$ cat src/hw/dsw_consts.vh
`ifndef DSW_CONSTS_VH
`define DSW_CONSTS_VH
// Frame layout
`define DSW_FRAME_BITS 24
`define DSW_CNT_W 5
`define DSW_DATA_BITS 16
`define DSW_DATA_LSB 0
`define DSW_DATA_MSB 15
`define DSW_PM_LO_POS 16
`define DSW_PM_HI_POS 17
// Reset values
`define DSW_MIDSCALE 16'h8000
`define DSW_PM_NORMAL 2'h0
// Host timing limits, not referenced by the design or the bench
`define DSW_SCLK_MAX_MHZ 30
`define DSW_CS_HIGH_MIN_NS 12
`endif

$ cat src/hw/dsw_sync2.v
`timescale 1ns/1ns
// Two-stage synchroniser for a group of pin inputs
module dsw_sync2 #(
  parameter WIDTH = 3
) (
  input wire i_clk,
  input wire i_rst_b,
  input wire [WIDTH-1:0] i_async,
  input wire [WIDTH-1:0] i_idle,
  output reg [WIDTH-1:0] o_sync
);
  reg [WIDTH-1:0] meta_q;

  // First stage feeds only the second stage; both rest at the pins' idle levels in reset
  always @(posedge i_clk) begin
    if (!i_rst_b) begin
      meta_q <= i_idle;
      o_sync <= i_idle;
    end else begin
      meta_q <= i_async;
      o_sync <= meta_q;
    end
  end
endmodule // dsw_sync2

$ cat src/hw/dsw_serial_port.v
// Overview of operation
// - A 24-bit input shift register receives each write frame.
// - Data bit is shifted in on each serial clock falling edge.
// - Active-low frame select enables shifting while it is low.
// - After the 24th falling edge the word is applied to the converter.
// - Frame select rising before the 24th edge aborts the partial write.
// - Frame holds six unused bits, two power-mode bits, then sixteen converter data bits.
// - Abort clears the shift register, keeps data and mode unchanged.
// - Reset loads midscale and holds it until a complete frame arrives.
`timescale 1ns/1ns
`include "dsw_consts.vh"
module dsw_serial_port #(
  parameter FRAME_BITS = `DSW_FRAME_BITS,
  parameter DATA_BITS = `DSW_DATA_BITS
) (
  input wire i_clk,
  input wire i_rst_b,
  // Host pins
  input wire i_sync_b,
  input wire i_sclk,
  input wire i_din,
  // Converter register and power mode
  output reg [DATA_BITS-1:0] o_dac_code,
  output reg o_power_mode_bit_hi,
  output reg o_power_mode_bit_lo,
  // One-cycle outcome strobes
  output reg o_update,
  output reg o_abort
);
  // Frame states, one-hot
  localparam [2:0] ST_IDLE = 3'h1;
  localparam [2:0] ST_SHIFT = 3'h2;
  localparam [2:0] ST_DONE = 3'h4;

  // Power mode restored by reset, one bit per pin
  localparam [1:0] PM_RESET = `DSW_PM_NORMAL;

  // Resting levels of frame select, serial clock and data, in synchroniser order
  localparam [2:0] PIN_IDLE = 3'h7;

  // Synchronised pin levels
  wire [2:0] pins_s;
  wire sync_b_s;
  wire sclk_s;
  wire din_s;
  // Edge history and frame state
  reg sync_b_q;
  reg sclk_q;
  reg [2:0] state_q;
  reg [2:0] state_d;
  reg [FRAME_BITS-1:0] shift_q;
  reg [FRAME_BITS-1:0] shift_d;
  // Count of falling edges seen in this frame
  reg [`DSW_CNT_W-1:0] cnt_q;
  reg [`DSW_CNT_W-1:0] cnt_d;
  // Next values of the outputs
  reg [DATA_BITS-1:0] code_d;
  reg pm_hi_d;
  reg pm_lo_d;
  reg update_d;
  reg abort_d;
  // Edge strobes
  wire sclk_fall;
  wire sync_fall;
  wire sync_rise;
  wire last_edge;
  // Shift network output and the fields of the word
  wire [FRAME_BITS-1:0] shift_in;
  wire [DATA_BITS-1:0] word_code;
  wire word_pm_hi;
  wire word_pm_lo;

  // Pins are outside our clock domain; the synchroniser rests at the idle levels in reset
  // Each serial clock phase must span more than one system clock to be seen
  dsw_sync2 #(
    .WIDTH(3)
  ) u_sync (
    .i_clk(i_clk),
    .i_rst_b(i_rst_b),
    .i_async({i_sync_b, i_sclk, i_din}),
    .i_idle(PIN_IDLE),
    .o_sync(pins_s)
  );

  // Split the synchronised group back into its pins
  assign sync_b_s = pins_s[2];
  assign sclk_s = pins_s[1];
  assign din_s = pins_s[0];

  // Serial clock falls carry the data, taken from the same synchroniser sample
  assign sclk_fall = sclk_q & ~sclk_s;
  // Frame select edges open and abort frames
  assign sync_fall = sync_b_q & ~sync_b_s;
  assign sync_rise = ~sync_b_q & sync_b_s;

  // Shift network, one stage per bit: bit 0 takes the data pin, the rest their lower neighbour
  genvar gi;
  generate
    for (gi = 0; gi < FRAME_BITS; gi = gi + 1) begin : g_shift
      if (gi == 0) begin : g_head
        assign shift_in[gi] = din_s;
      end else begin : g_body
        assign shift_in[gi] = shift_q[gi-1];
      end
    end
  endgenerate

  // Fields of the word as it stands after the closing edge; the top six bits carry nothing
  assign word_code = shift_in[`DSW_DATA_MSB:`DSW_DATA_LSB];
  assign word_pm_hi = shift_in[`DSW_PM_HI_POS];
  assign word_pm_lo = shift_in[`DSW_PM_LO_POS];

  // Closing edge: the one that arrives with the count at frame length less one
  assign last_edge = (cnt_q == FRAME_BITS - 1);

  // Frame control: counts falling edges while selected, aborts on an early rise
  always @* begin
    state_d = state_q;
    shift_d = shift_q;
    cnt_d = cnt_q;
    update_d = 1'b0;
    abort_d = 1'b0;
    case (state_q)
      ST_IDLE: begin
        // A fresh falling edge of frame select opens the frame
        if (sync_fall) begin
          cnt_d = {`DSW_CNT_W{1'b0}};
          shift_d = {FRAME_BITS{1'b0}};
          state_d = ST_SHIFT;
        end
      end
      ST_SHIFT: begin
        // An early rise wins over a clock edge seen in the same sample
        if (sync_rise) begin
          shift_d = {FRAME_BITS{1'b0}};
          cnt_d = {`DSW_CNT_W{1'b0}};
          abort_d = 1'b1;
          state_d = ST_IDLE;
        end else if (sclk_fall) begin
          shift_d = shift_in;
          cnt_d = cnt_q + 1'b1;
          // The closing edge commits the word and ends the frame
          if (last_edge) begin
            update_d = 1'b1;
            state_d = ST_DONE;
          end
        end
      end
      ST_DONE: begin
        // Further clocks ignored until frame select goes high
        if (sync_b_s) begin
          cnt_d = {`DSW_CNT_W{1'b0}};
          state_d = ST_IDLE;
        end
      end
      default: begin
        // Illegal state code: fall back to idle
        state_d = ST_IDLE;
      end
    endcase
  end

  // Converter register and mode move only on a completed frame; an abort leaves both alone
  always @* begin
    code_d = o_dac_code;
    pm_hi_d = o_power_mode_bit_hi;
    pm_lo_d = o_power_mode_bit_lo;
    if (update_d) begin
      code_d = word_code;
      pm_hi_d = word_pm_hi;
      pm_lo_d = word_pm_lo;
    end
  end

  // Edge history, reset to the idle levels so that no false edge follows reset
  always @(posedge i_clk) begin
    if (!i_rst_b) begin
      sync_b_q <= PIN_IDLE[2];
      sclk_q <= PIN_IDLE[1];
    end else begin
      sync_b_q <= sync_b_s;
      sclk_q <= sclk_s;
    end
  end

  // Frame state, shifter and edge count
  always @(posedge i_clk) begin
    if (!i_rst_b) begin
      state_q <= ST_IDLE;
      shift_q <= {FRAME_BITS{1'b0}};
      cnt_q <= {`DSW_CNT_W{1'b0}};
    end else begin
      state_q <= state_d;
      shift_q <= shift_d;
      cnt_q <= cnt_d;
    end
  end

  // Converter register and power mode: midscale and normal mode after reset
  always @(posedge i_clk) begin
    if (!i_rst_b) begin
      o_dac_code <= `DSW_MIDSCALE;
      o_power_mode_bit_hi <= PM_RESET[1];
      o_power_mode_bit_lo <= PM_RESET[0];
    end else begin
      o_dac_code <= code_d;
      o_power_mode_bit_hi <= pm_hi_d;
      o_power_mode_bit_lo <= pm_lo_d;
    end
  end

  // Outcome pulses, one cycle each
  always @(posedge i_clk) begin
    if (!i_rst_b) begin
      o_update <= 1'b0;
      o_abort <= 1'b0;
    end else begin
      o_update <= update_d;
      o_abort <= abort_d;
    end
  end
endmodule // dsw_serial_port

$ cat config.mk
export PLATFORM = sky130hd
export DESIGN_NAME = dsw_serial_port
export DESIGN_NICKNAME = d
export VERILOG_FILES = /design/src/hw/dsw_sync2.v /design/src/hw/dsw_serial_port.v
export VERILOG_INCLUDE_DIRS = /design/src /design/src/hw
export SDC_FILE = /design/constraint.sdc
export NUM_CORES = 1
export LEC_CHECK = 0
export ABC_AREA = 1
export BUFFER_PORTS_ARGS = -buffer_cell sky130_fd_sc_hd__buf_2
export CAP_MARGIN = 20
export CORE_MARGIN = 2
export CORE_UTILIZATION = 28
export DETAILED_ROUTE_END_ITERATION = 12
export GPL_ROUTABILITY_DRIVEN = 0
export GPL_TIMING_DRIVEN = 0
export HOLD_SLACK_MARGIN = 0.02
export PLACE_DENSITY = 0.46
export SYNTH_ARGS = -nofsm -noshare
export SYNTH_HDL_FRONTEND = slang
export SYNTH_SLANG_ARGS = --single-unit
$ cat constraint.sdc
create_clock -name i_clk -period 1.6 [get_ports i_clk]
set_clock_uncertainty 0.1 [all_clocks]
set_input_delay 0.32 -clock i_clk [delete_from_list [all_inputs] [get_ports i_clk]]
set_output_delay 0.32 -clock i_clk [all_outputs]
set_load 0.005 [all_outputs]
==> flow_metrics.py, run 1 <==
metrics = {
    "outcome": {
        "status": "complete, no violations",
    },
    "worst_setup_path": {
        "crit_fanout": 10,
        "cp-start-kind": "flip-flop",
        "end_kind": "flip-flop",
        "crit_top_cell": "nand2_4",
        "critical_path_class": "flip-flop to flip-flop",
        "crit_slowest_cell": "dfxtp_2",
        "crit_path_max_incr_delay_ps": 370,
        "cp.required_ps": 1700,
        "arrival_ps": 1630,
        "crit_chain": "ha_4, nand2_4, nor3_4, nand2_4, buf_8, o21ai_1, a21oi_1",
        "crit_buf_inv": 1,
        "crit_family": "simple AND/OR/NAND/NOR gates",
    },
    "layout": {
        "nets": 309,
        "drive_gt1_share_pct": 32.89,
        "final_util_pct": 36.23,
        "num_antenna_cells": 0,
        "area_growth_pct": 23.86,
    },
    "die": {
        "dieHeight_um": 91.52,
        "die_x_um": 91.52,
        "initial_utilization_pct": 29.25,
        "coreArea_mm2": 0.007331,
        "ios": 25,
        "die_area_mm2": 0.008375,
        "rows": 31,
    },
    "cts": {
        "clk_latency_ps": 300,
        "clock_path_buffers": 2,
        "clk_pin_slew_ps": 90,
        "postCtsHoldBufs": 0,
        "numCtsBuffers": 5,
        "cts_root_buf": "clkbuf_8",
        "clkSinkCount": 53,
        "cts.htree.levels": 2,
        "cts_tree": "yes",
    },
    "routing": {
        "final_antenna_net_count": 0,
        "dr.pass1.iters": 4,
        "totalWireLength_um": 4553,
        "drt_iter0_drc": 82,
        "vias": 1729,
        "drc": 0,
        "vias_per_cell": 4.290,
        "wl_per_cell_um": 11.30,
    },
    "yosys": {
        "syn-instance-count": 261,
        "ys_warn_count": 0,
        "synthFlopType": "dfxtp_1",
        "post-synth-top-count-cell": "dfxtp_1",
        "synth_nets": 267,
        "synth_area_leaders": "dfxtp_1 (49%), nand2_1 (8.2%), a21oi_1 (6.5%)",
        "syn_avg_cell_area_um2": 8.217,
        "ys_types": 27,
        "netlist.area_leader.share_pct": 49.47,
        "syn_area_mm2": 0.002145,
        "synth_top_cell_by_area": "dfxtp_1",
        "ys_seq_area_share_pct": 49.47,
        "synth_edf_count": 0,
        "async_flop_share_pct": 0,
        "synth_seq_cells": 53,
        "synthTopCellsByCount": "dfxtp_1 (53), nand2_1 (47), inv_1 (31)",
    },
    "timing": {
        "worst_pin_slew_ps": 700.1,
        "whs_ps": 95.01,
        "max_freq_mhz": 652.8,
        "finalCritPeriodShare_pct": 95.74,
        "maxSlewViolCount": 0,
        "min_period_ps": 1532,
        "setup_viol_count_final": 0,
        "rsz0062_at_grt": "yes",
        "hold_viol": 0,
        "max_slew_margin_pct": 53.33,
    },
    "worst_hold_path": {
        "hold_path_class": "input port to flip-flop",
    },
    "global_routing": {
        "grt_pass1_wl_um": 7603,
        "gr-usage-all-layers_pct": 11.43,
        "grt_max_degree": 17,
        "antenna_found_initial": 0,
        "grt_pass1_vias": 1596,
        "gr-total-overflow": 0,
    },
    "placement": {
        "dp_hpwl_um": 3052,
        "portBuffers": 24,
    },
    "pwr": {
        "powerDensity_mw_per_mm2": 881.6,
        "leakage_nw": 1.094,
        "max-vdd-ir-drop_mv": 0.3511,
    },
    "job": {
        "cap_viol_max_count": 0,
    },
}
-- placed cells by master (no fill, tap or decap), types with 2 or more instances in the layout --
cell type / instances
dfxtp_1: 46
nand2_1: 45
inv_1: 31
a21oi_1: 28
buf_2: 24
nand2_2: 14
nand3_1: 13
o21ai_1: 12
nor2_1: 11
a21oi_2: 10
buf_4: 9
o21ai_0: 8
or2_2: 7
clkbuf_8: 6
dfxtp_2: 6
clkbuf_1: 5
nand2_4: 3
buf_6: 3
nor2_4: 2
buf_8: 2
nand4_1: 2
nor2_2: 2
-- cell families (layout without fill, tap and decap cells) --
| logic type | count (synthesis) | after routing | share of synthesized area [%] |
|---|---|---|---|
| adders and majority gates | 1 | 1 | 0.5833 |
| DFF | 53 | 53 | 49.48 |
| AOI/OAI and AO/OA | 61 | 61 | 16.63 |
| buffers and inverters | 42 | 84 | 9.334 |
| and+or+nand+nor | 104 | 105 | 23.98 |
-- worst reg2reg max path: stages, from the launching register on --
cell	delay [ps]
dfxtp_2	370
ha_4	160
nand2_4	60
nor3_4	250
nand2_4	130
buf_8	170
o21ai_1	150
a21oi_1	60
-- flip-flops by register name, summed over array words and instances, names as in the netlist, 3 cells and up --
name	flops
u_sync.meta_q	3
u_sync.o_sync	3
shift_q	17
cnt_q	5
o_dac_code	16
state_q	3
-- through the flow --
step                      cell area (um2)  instances  power [W]  TNS (ps)  setup WS [ps]
final                                2656        403   0.002342         0          68.13
after floorplan                      2145        261   0.001503         0          122.7
after global placement               2389        384   0.001543     -2782         -183.1
after global routing                 2656        403   0.002451    -14.35         -6.107
after CTS                            2576        399   0.002359         0          4.786
after detailed placement             2389        384   0.001544     -2681         -194.5
-- power by group --
part,switching [W],internal [W],total [W],leakage [nW]
combinational,0.000119,0.0000695,0.000189,0.613
clock,0.000447,0.000352,0.000799,0.0512
sequential,0.0000154,0.00134,0.00135,0.430
-- layer usage --
| layer | part of all wire, % | up-vias | global-route usage (%) |
|---|---|---|---|
| met3 | 4.0 | 5 | 2.490 |
| li1 | - | 921 | - |
| met5 | 0 | - | 0 |
| met2 | 42 | 32 | 16.61 |
| met1 | 53 | 771 | 16.33 |
| met4 | 1.4 | 0 | 4.545 |
-- worst paths after layout --
| check | startpoint | endpoint | slack (ps) | depth (start not counted) |
|---|---|---|---|---|
| worst min-delay path | i_sync_b | u_sync.meta_q[2] | 100 | 2 |
| worst max-delay path | cnt_q[1] | o_power_mode_bit_lo | 70 | 7 |
| worst max register to register | cnt_q[1] | o_power_mode_bit_lo | 70 | 7 |
| worst min register to register | u_sync.meta_q[0] | u_sync.o_sync[0] | 310 | 1 |
-- timing repair --
item	in CTS	in global routing
resized for setup	7	16
gates cloned	1	0
pin swaps	4	6
buffers inserted	6	4
endpoints found under the hold margin	0	0
endpoints found under the setup margin	22	36
-- final cells by class --
class / instances / area [um2]
fill: 772 / 4674
sequential: 53 / 1072
multi-input combinational: 167 / 949.7
timing repair buffer: 34 / 207.7
tap: 99 / 123.9
inverter: 31 / 116.4
buffer: 11 / 90.09
clock buffer: 6 / 82.58
clock inverter: 2 / 13.76
(Power assumes the default switching activity.)
==> inputs of run 2 (changes only) <==
--- a/config.mk
+++ b/config.mk
@@ -9,7 +9,6 @@
 export ABC_AREA = 1
 export BUFFER_PORTS_ARGS = -buffer_cell sky130_fd_sc_hd__buf_2
 export CAP_MARGIN = 20
-export CORE_MARGIN = 2
 export CORE_UTILIZATION = 28
 export DETAILED_ROUTE_END_ITERATION = 12
 export GPL_ROUTABILITY_DRIVEN = 0
==> run 2 against run 1 <==
Cell area decreased by 0.33%. Maximum frequency is 3.4% higher. Non-clock buffer count fell by 3. Core utilization decreased by 0.12 points. Die area down 4.3%. Wire length decreased by 3.2%. Sequential power about the same.
==> flow_metrics.py, run 2 (synthesis results as in run 1) <==
metrics = {
    "outcome": {
        "status": "complete, no violations",
    },
    "timing": {
        "maxSlewViolCount": 0,
        "min_period_ps": 1481,
        "fin_setup_tns_ps": 0,
        "hold_viol": 0,
        "max_slew_margin_pct": 54.95,
        "worst_pin_slew_ps": 675.8,
        "whs_ps": 93.67,
        "finalCritPeriodShare_pct": 92.56,
        "max_freq_mhz": 675.3,
        "setup_viol_count_final": 0,
    },
    "placement": {
        "portBuffers": 24,
        "place_inst": 384,
        "dp_hpwl_um": 3052,
        "place_area_mm2": 0.002389,
    },
    "layout": {
        "layout_common_cells": "dfxtp_1 (48), nand2_1 (45), inv_1 (31)",
        "largest_register_ffs": 17,
        "regMostFlops": "shift_q",
        "nets": 306,
        "area_growth_pct": 23.45,
        "layout_commonest_cell": "dfxtp_1",
        "num_antenna_cells": 0,
        "post-route-cell-area_mm2": 0.002648,
        "largest_registers": "shift_q: 17 flops, o_dac_code: 16 flops, cnt_q: 5 flops",
        "drive_gt1_share_pct": 30.90,
        "instances_no_fill": 400,
    },
    "global_routing": {
        "busiest_layer": "met2",
        "grt_pass1_wl_um": 7251,
        "antenna_found_initial": 0,
        "grt_pass1_vias": 1491,
        "gr-usage-all-layers_pct": 12.21,
        "grt_max_degree": 17,
        "gr-usage-met1_pct": 16.90,
        "gr-usage-met2_pct": 18.32,
        "gr-usage-met3_pct": 3.139,
        "gr-total-overflow": 0,
    },
    "cts": {
        "postCtsHoldBufs": 0,
        "clkSinkCount": 53,
        "cts.htree.levels": 2,
        "clk_pin_slew_ps": 90,
        "clk_latency_ps": 310,
        "cts_root_buf": "clkbuf_8",
        "numCtsBuffers": 5,
        "clock_path_buffers": 2,
        "cts_tree": "yes",
    },
    "routing": {
        "vias": 1689,
        "final_antenna_net_count": 0,
        "vias_per_cell": 4.223,
        "drt_iter0_drc": 39,
        "totalWireLength_um": 4407,
        "wl_per_cell_um": 11.02,
        "dr.pass1.iters": 4,
        "drc": 0,
    },
    "worst_setup_path": {
        "cp-start-kind": "flip-flop",
        "crit_fanout": 10,
        "arrival_ps": 1580,
        "end_kind": "flip-flop",
        "cp.required_ps": 1700,
        "critical_path_class": "flip-flop to flip-flop",
        "ff2ff_path_depth": 8,
    },
    "die": {
        "dieHeight_um": 89.52,
        "rows": 31,
        "initial_utilization_pct": 29.25,
        "coreArea_mm2": 0.007331,
        "die_area_mm2": 0.008013,
        "die_x_um": 89.52,
        "ios": 25,
    },
    "pwr": {
        "leakage_nw": 1.076,
        "max-vdd-ir-drop_mv": 0.4193,
        "powerDensity_mw_per_mm2": 940.9,
        "power.total_w": 0.002491,
    },
    "job": {
        "cap_viol_max_count": 0,
    },
    "worst_hold_path": {
        "hold_depth": 2,
        "hold_path_class": "input port to flip-flop",
    },
}
[run 2: cell types whose count changed in the layout (fill, tap and decap cells not counted), sizes merged]
cell      previous run  this run
clkbuf              12        11
clkinvlp             0         1
buf                 39        37
clkinv               2         0
bufinv               0         1
[run 2: worst paths after layout]
kind / slack, ps / endpoint / startpoint
max: 120 / o_power_mode_bit_lo / cnt_q[0]
min reg2reg: 320 / u_sync.o_sync[0] / u_sync.meta_q[0]
min: 90 / u_sync.meta_q[1] / i_sclk
max reg2reg: 120 / o_power_mode_bit_lo / cnt_q[0]
[run 2: cell type report]
cell class              count  area [um2]
plain buffers              11       86.33
flip-flops and latches     53        1072
inverters                  31       116.4
well taps                  99       123.9
multi-input cells         167       939.7
fillers                   767        4683
clock inverters             2       37.54
clock buffers               6       82.58
repair buffers             31       188.9
[run 2: critical path, cell delays in order (launching register included)]
cell and delay (ps):
dfxtp_4 380, ha_4 150, nand2_2 80, nor3_4 130
buf_6 140, nand2_4 70, buf_6 150, o21ai_1 120
a21oi_1 50
[run 2: routing by layer]
layer | vias to the layer above | wire [um] | share of wire, %
met1 | 745 | 2259 | 51
met5 | - | 0 | 0
li1 | 911 | - | -
met3 | 8 | 139 | 3.2
met4 | 0 | 76 | 1.7
met2 | 25 | 1932 | 44
[run 2: what timing repair did]
item	CTS	global route
gates cloned	1	0
pin swaps	2	5
setup endpoints to repair	23	36
resized for setup	8	11
setup buffers	1	6
[run 2: stage by stage]
step           setup WS (ps)  util (%)
3_5_place_dp          -164.3     32.58
6_report               119.1     36.12
3_3_place_gp          -179.1     32.58
2_1_floorplan          122.7         -
5_1_grt              -0.5884     36.12
4_1_cts               -3.547     34.72
[run 2: power breakdown]
part | internal [W] | switching (W) | total [W] | leakage [nW]
Sequential | 0.00134 | 0.0000177 | 0.00136 | 0.431
Combinational | 0.0000621 | 0.000113 | 0.000175 | 0.587
Clock | 0.000509 | 0.000452 | 0.000961 | 0.0574
==> inputs of run 3 (changes only) <==
--- a/config.mk
+++ b/config.mk
@@ -17,4 +17,5 @@
 export PLACE_DENSITY = 0.46
 export SYNTH_ARGS = -nofsm -noshare
 export SYNTH_HDL_FRONTEND = slang
+export SYNTH_HIERARCHICAL = 1
 export SYNTH_SLANG_ARGS = --single-unit
==> run 3 against run 2 <==
Global-route usage is essentially flat. Cell count grew 1.3%. Worst hold slack gained 3.6 ps. Critical path depth shrank 1. First-iteration DRC count grew 74%. Worst setup slack lost 26 ps. Via count grew 3.7%. Sequential power grew 10%. Combinational power grew to 5.2 times the previous value. Non-clock buffer count shrank 3. Critical path type unchanged. Largest cell class unchanged.
==> flow_metrics.py, run 3 <==
metrics = {
    "yosys": {
        "synthTopCellsByCount": "nand2_1 (71), dfxtp_1 (53), a21oi_1 (37)",
        "syn-instance-count": 265,
        "synth_top_family_by_area": "simple AND/OR/NAND/NOR gates",
        "syn_avg_cell_area_um2": 8.017,
        "post-synth-top-count-cell": "nand2_1",
        "ys_types": 29,
        "async_flop_share_pct": 0,
        "synth_compound_area_share_pct": 16.37,
        "synth_top_cell_by_area": "dfxtp_1",
        "synthFlopType": "dfxtp_1",
        "synth_xor_area_share_pct": 0,
        "synthAdderAreaFrac_pct": 0.5889,
        "synth_edf_count": 0,
        "muxShareOfSynthArea_pct": 0,
        "ys_warn_count": 6,
        "synth_seq_cells": 53,
        "synthSimpleGateAreaFrac_pct": 24.79,
        "syn_area_mm2": 0.002125,
        "ys_seq_area_share_pct": 49.94,
        "netlist.area_leader.share_pct": 49.94,
        "synth_area_leaders": "dfxtp_1 (50%), nand2_1 (13%), a21oi_1 (8.7%)",
    },
    "global_routing": {
        "grt_pass1_vias": 1556,
        "grt_pass1_wl_um": 7445,
        "grt_max_degree": 17,
        "antenna_found_initial": 0,
        "gr-usage-all-layers_pct": 12.22,
        "gr-total-overflow": 0,
    },
    "cts": {
        "numCtsBuffers": 5,
        "clock_path_buffers": 2,
        "cts.htree.levels": 2,
        "clk_latency_ps": 310,
        "cts_root_buf": "clkbuf_8",
        "postCtsHoldBufs": 0,
        "clkSinkCount": 53,
        "cts_tree": "yes",
        "clk_pin_slew_ps": 100,
    },
    "routing": {
        "final_antenna_net_count": 0,
        "wl_per_cell_um": 11.17,
        "vias_per_cell": 4.323,
        "totalWireLength_um": 4523,
        "drc": 0,
        "vias": 1751,
        "dr.pass1.iters": 4,
        "drt_iter0_drc": 68,
    },
    "pwr": {
        "netSwitchingPower_w": 0.001134,
        "max-vdd-ir-drop_mv": 0.4815,
        "leakage_nw": 1.090,
        "p_seq_share_pct": 45.7,
        "p_int_w": 0.002147,
        "p_clk_share_pct": 26.4,
        "power.total_w": 0.003281,
        "powerDensity_mw_per_mm2": 1272,
        "swShare_pct": 34.57,
        "combPwrFrac_pct": 27.9,
    },
    "worst_hold_path": {
        "hold_depth": 3,
        "hold_path_class": "input port to flip-flop",
        "whs_endpoint": "u_sync/meta_q[0]",
        "hp-start": "i_din",
    },
    "layout": {
        "num_antenna_cells": 0,
        "drive_gt1_share_pct": 22.55,
        "final_util_pct": 35.36,
        "layout_common_cells": "nand2_1 (70), dfxtp_1 (48), a21oi_1 (37)",
        "area_growth_pct": 21.38,
        "layout_commonest_cell": "nand2_1",
        "largest_register_ffs": 17,
        "regMostFlops": "shift_q",
        "nets": 311,
        "largest_registers": "shift_q: 17 flops, o_dac_code: 16 flops, cnt_q: 5 flops",
        "instances_no_fill": 405,
    },
    "timing": {
        "rsz0062_at_grt": "no",
        "worst_pin_slew_ps": 505.1,
        "max_slew_margin_pct": 66.33,
        "max_freq_mhz": 663.8,
        "finalCritPeriodShare_pct": 94.15,
        "hold_viol": 0,
        "maxSlewViolCount": 0,
        "min_period_ps": 1506,
        "setup_viol_count_final": 0,
    },
    "worst_setup_path": {
        "crit_fanout": 10,
        "critical_path_class": "flip-flop to flip-flop",
        "critPathLaunch": "cnt_q[0]",
        "arrival_ps": 1610,
        "crit_buf_inv": 1,
        "crit_chain": "ha_4, nand3_2, nor2_4, nand2_4, buf_6, o21ai_1, a21oi_1",
        "crit_family": "simple AND/OR/NAND/NOR gates",
        "cp.required_ps": 1710,
        "r2r_slack_ps": 90,
        "cp-start-kind": "flip-flop",
        "ff2ff_path_depth": 7,
        "r2r_end": "o_dac_code[8]",
        "end_kind": "flip-flop",
        "crit_path_max_incr_delay_ps": 390,
        "rr_startpoint": "cnt_q[0]",
        "crit_slowest_cell": "dfxtp_4",
    },
    "die": {
        "dieHeight_um": 89.11,
        "coreArea_mm2": 0.007292,
        "die_x_um": 89.11,
        "initial_utilization_pct": 29.14,
        "ios": 25,
        "rows": 31,
        "die_area_mm2": 0.007940,
    },
    "job": {
        "cap_viol_max_count": 0,
    },
    "placement": {
        "portBuffers": 24,
        "place_inst": 390,
        "dp_hpwl_um": 2978,
    },
    "outcome": {
        "status": "complete, no violations",
    },
}
run 3: what timing repair did:
item / CTS / global route
resized for setup: 5 / 8
setup endpoints to repair: 21 / 29
pin swaps: 2 / 5
setup buffers: 4 / 2
cloned: 0 / 1
run 3: logic make-up (layout without fill, tap and decap cells):
logic type | Yosys count | after routing
fa+ha+maj | 1 | 1
buf+inv | 35 | 73
other cells | 1 | 3
compound gates | 65 | 65
simple gates | 110 | 111
flops | 53 | 53
run 3: how the worst max path moves through the flow:
stage	end	slack [ps]	cells after the start
final	o_dac_code[8]	90	7
after global routing	o_dac_code[8]	6	7
after CTS	o_dac_code[8]	8	7
after detailed placement	o_dac_code[8]	-120	7
after global placement	o_dac_code[8]	-110	7
after floorplan	o_dac_code[10]	180	7
run 3: power by group through the flow:
stage	Clock, W	Combinational (W)	Sequential [W]
2_1_floorplan	0	0.000700	0.00150
3_3_place_gp	0	0.000867	0.00152
3_5_place_dp	0	0.000856	0.00152
4_1_cts	0.000894	0.000869	0.00149
5_1_grt	0.000952	0.00103	0.00151
6_report	0.000868	0.000915	0.00150
run 3: worst min-delay path, cell delays in order:
cell     delay (ps)
buf_2            70
nand2_1          40
nand2_1          50
run 3: metrics by stage:
| step | worst slack (ps) | cell area [um2] | hold slack [ps] | setup TNS (ps) |
|---|---|---|---|---|
| 4_1_cts | 7.955 | 2526 | 90.23 | 0 |
| 5_1_grt | 5.541 | 2579 | 92.78 | 0 |
| 6_report | 93.59 | 2579 | 97.31 | 0 |
| 3_5_place_dp | -119.9 | 2376 | 306.2 | -1054 |
| 3_3_place_gp | -111.8 | 2376 | 304.6 | -709.3 |
| 2_1_floorplan | 176.4 | 2132 | 291.7 | 0 |
run 3: layout make-up:
cell class | count | area [um2]
Inverter | 26 | 97.59
Sequential cell | 53 | 1070
Fill cell | 831 | 4713
Multi-Input combinational cell | 180 | 942.2
Buffer | 9 | 75.07
Clock buffer | 7 | 96.34
Tap cell | 99 | 123.9
Timing Repair Buffer | 30 | 165.2
Clock inverter | 1 | 8.758
run 3: routing by layer:
metal / global-route usage (%) / wire length (um)
met5: 0 / 0
met2: 18.53 / 1892
met1: 17.20 / 2407
met3: 2.770 / 155
met4: 3.896 / 68
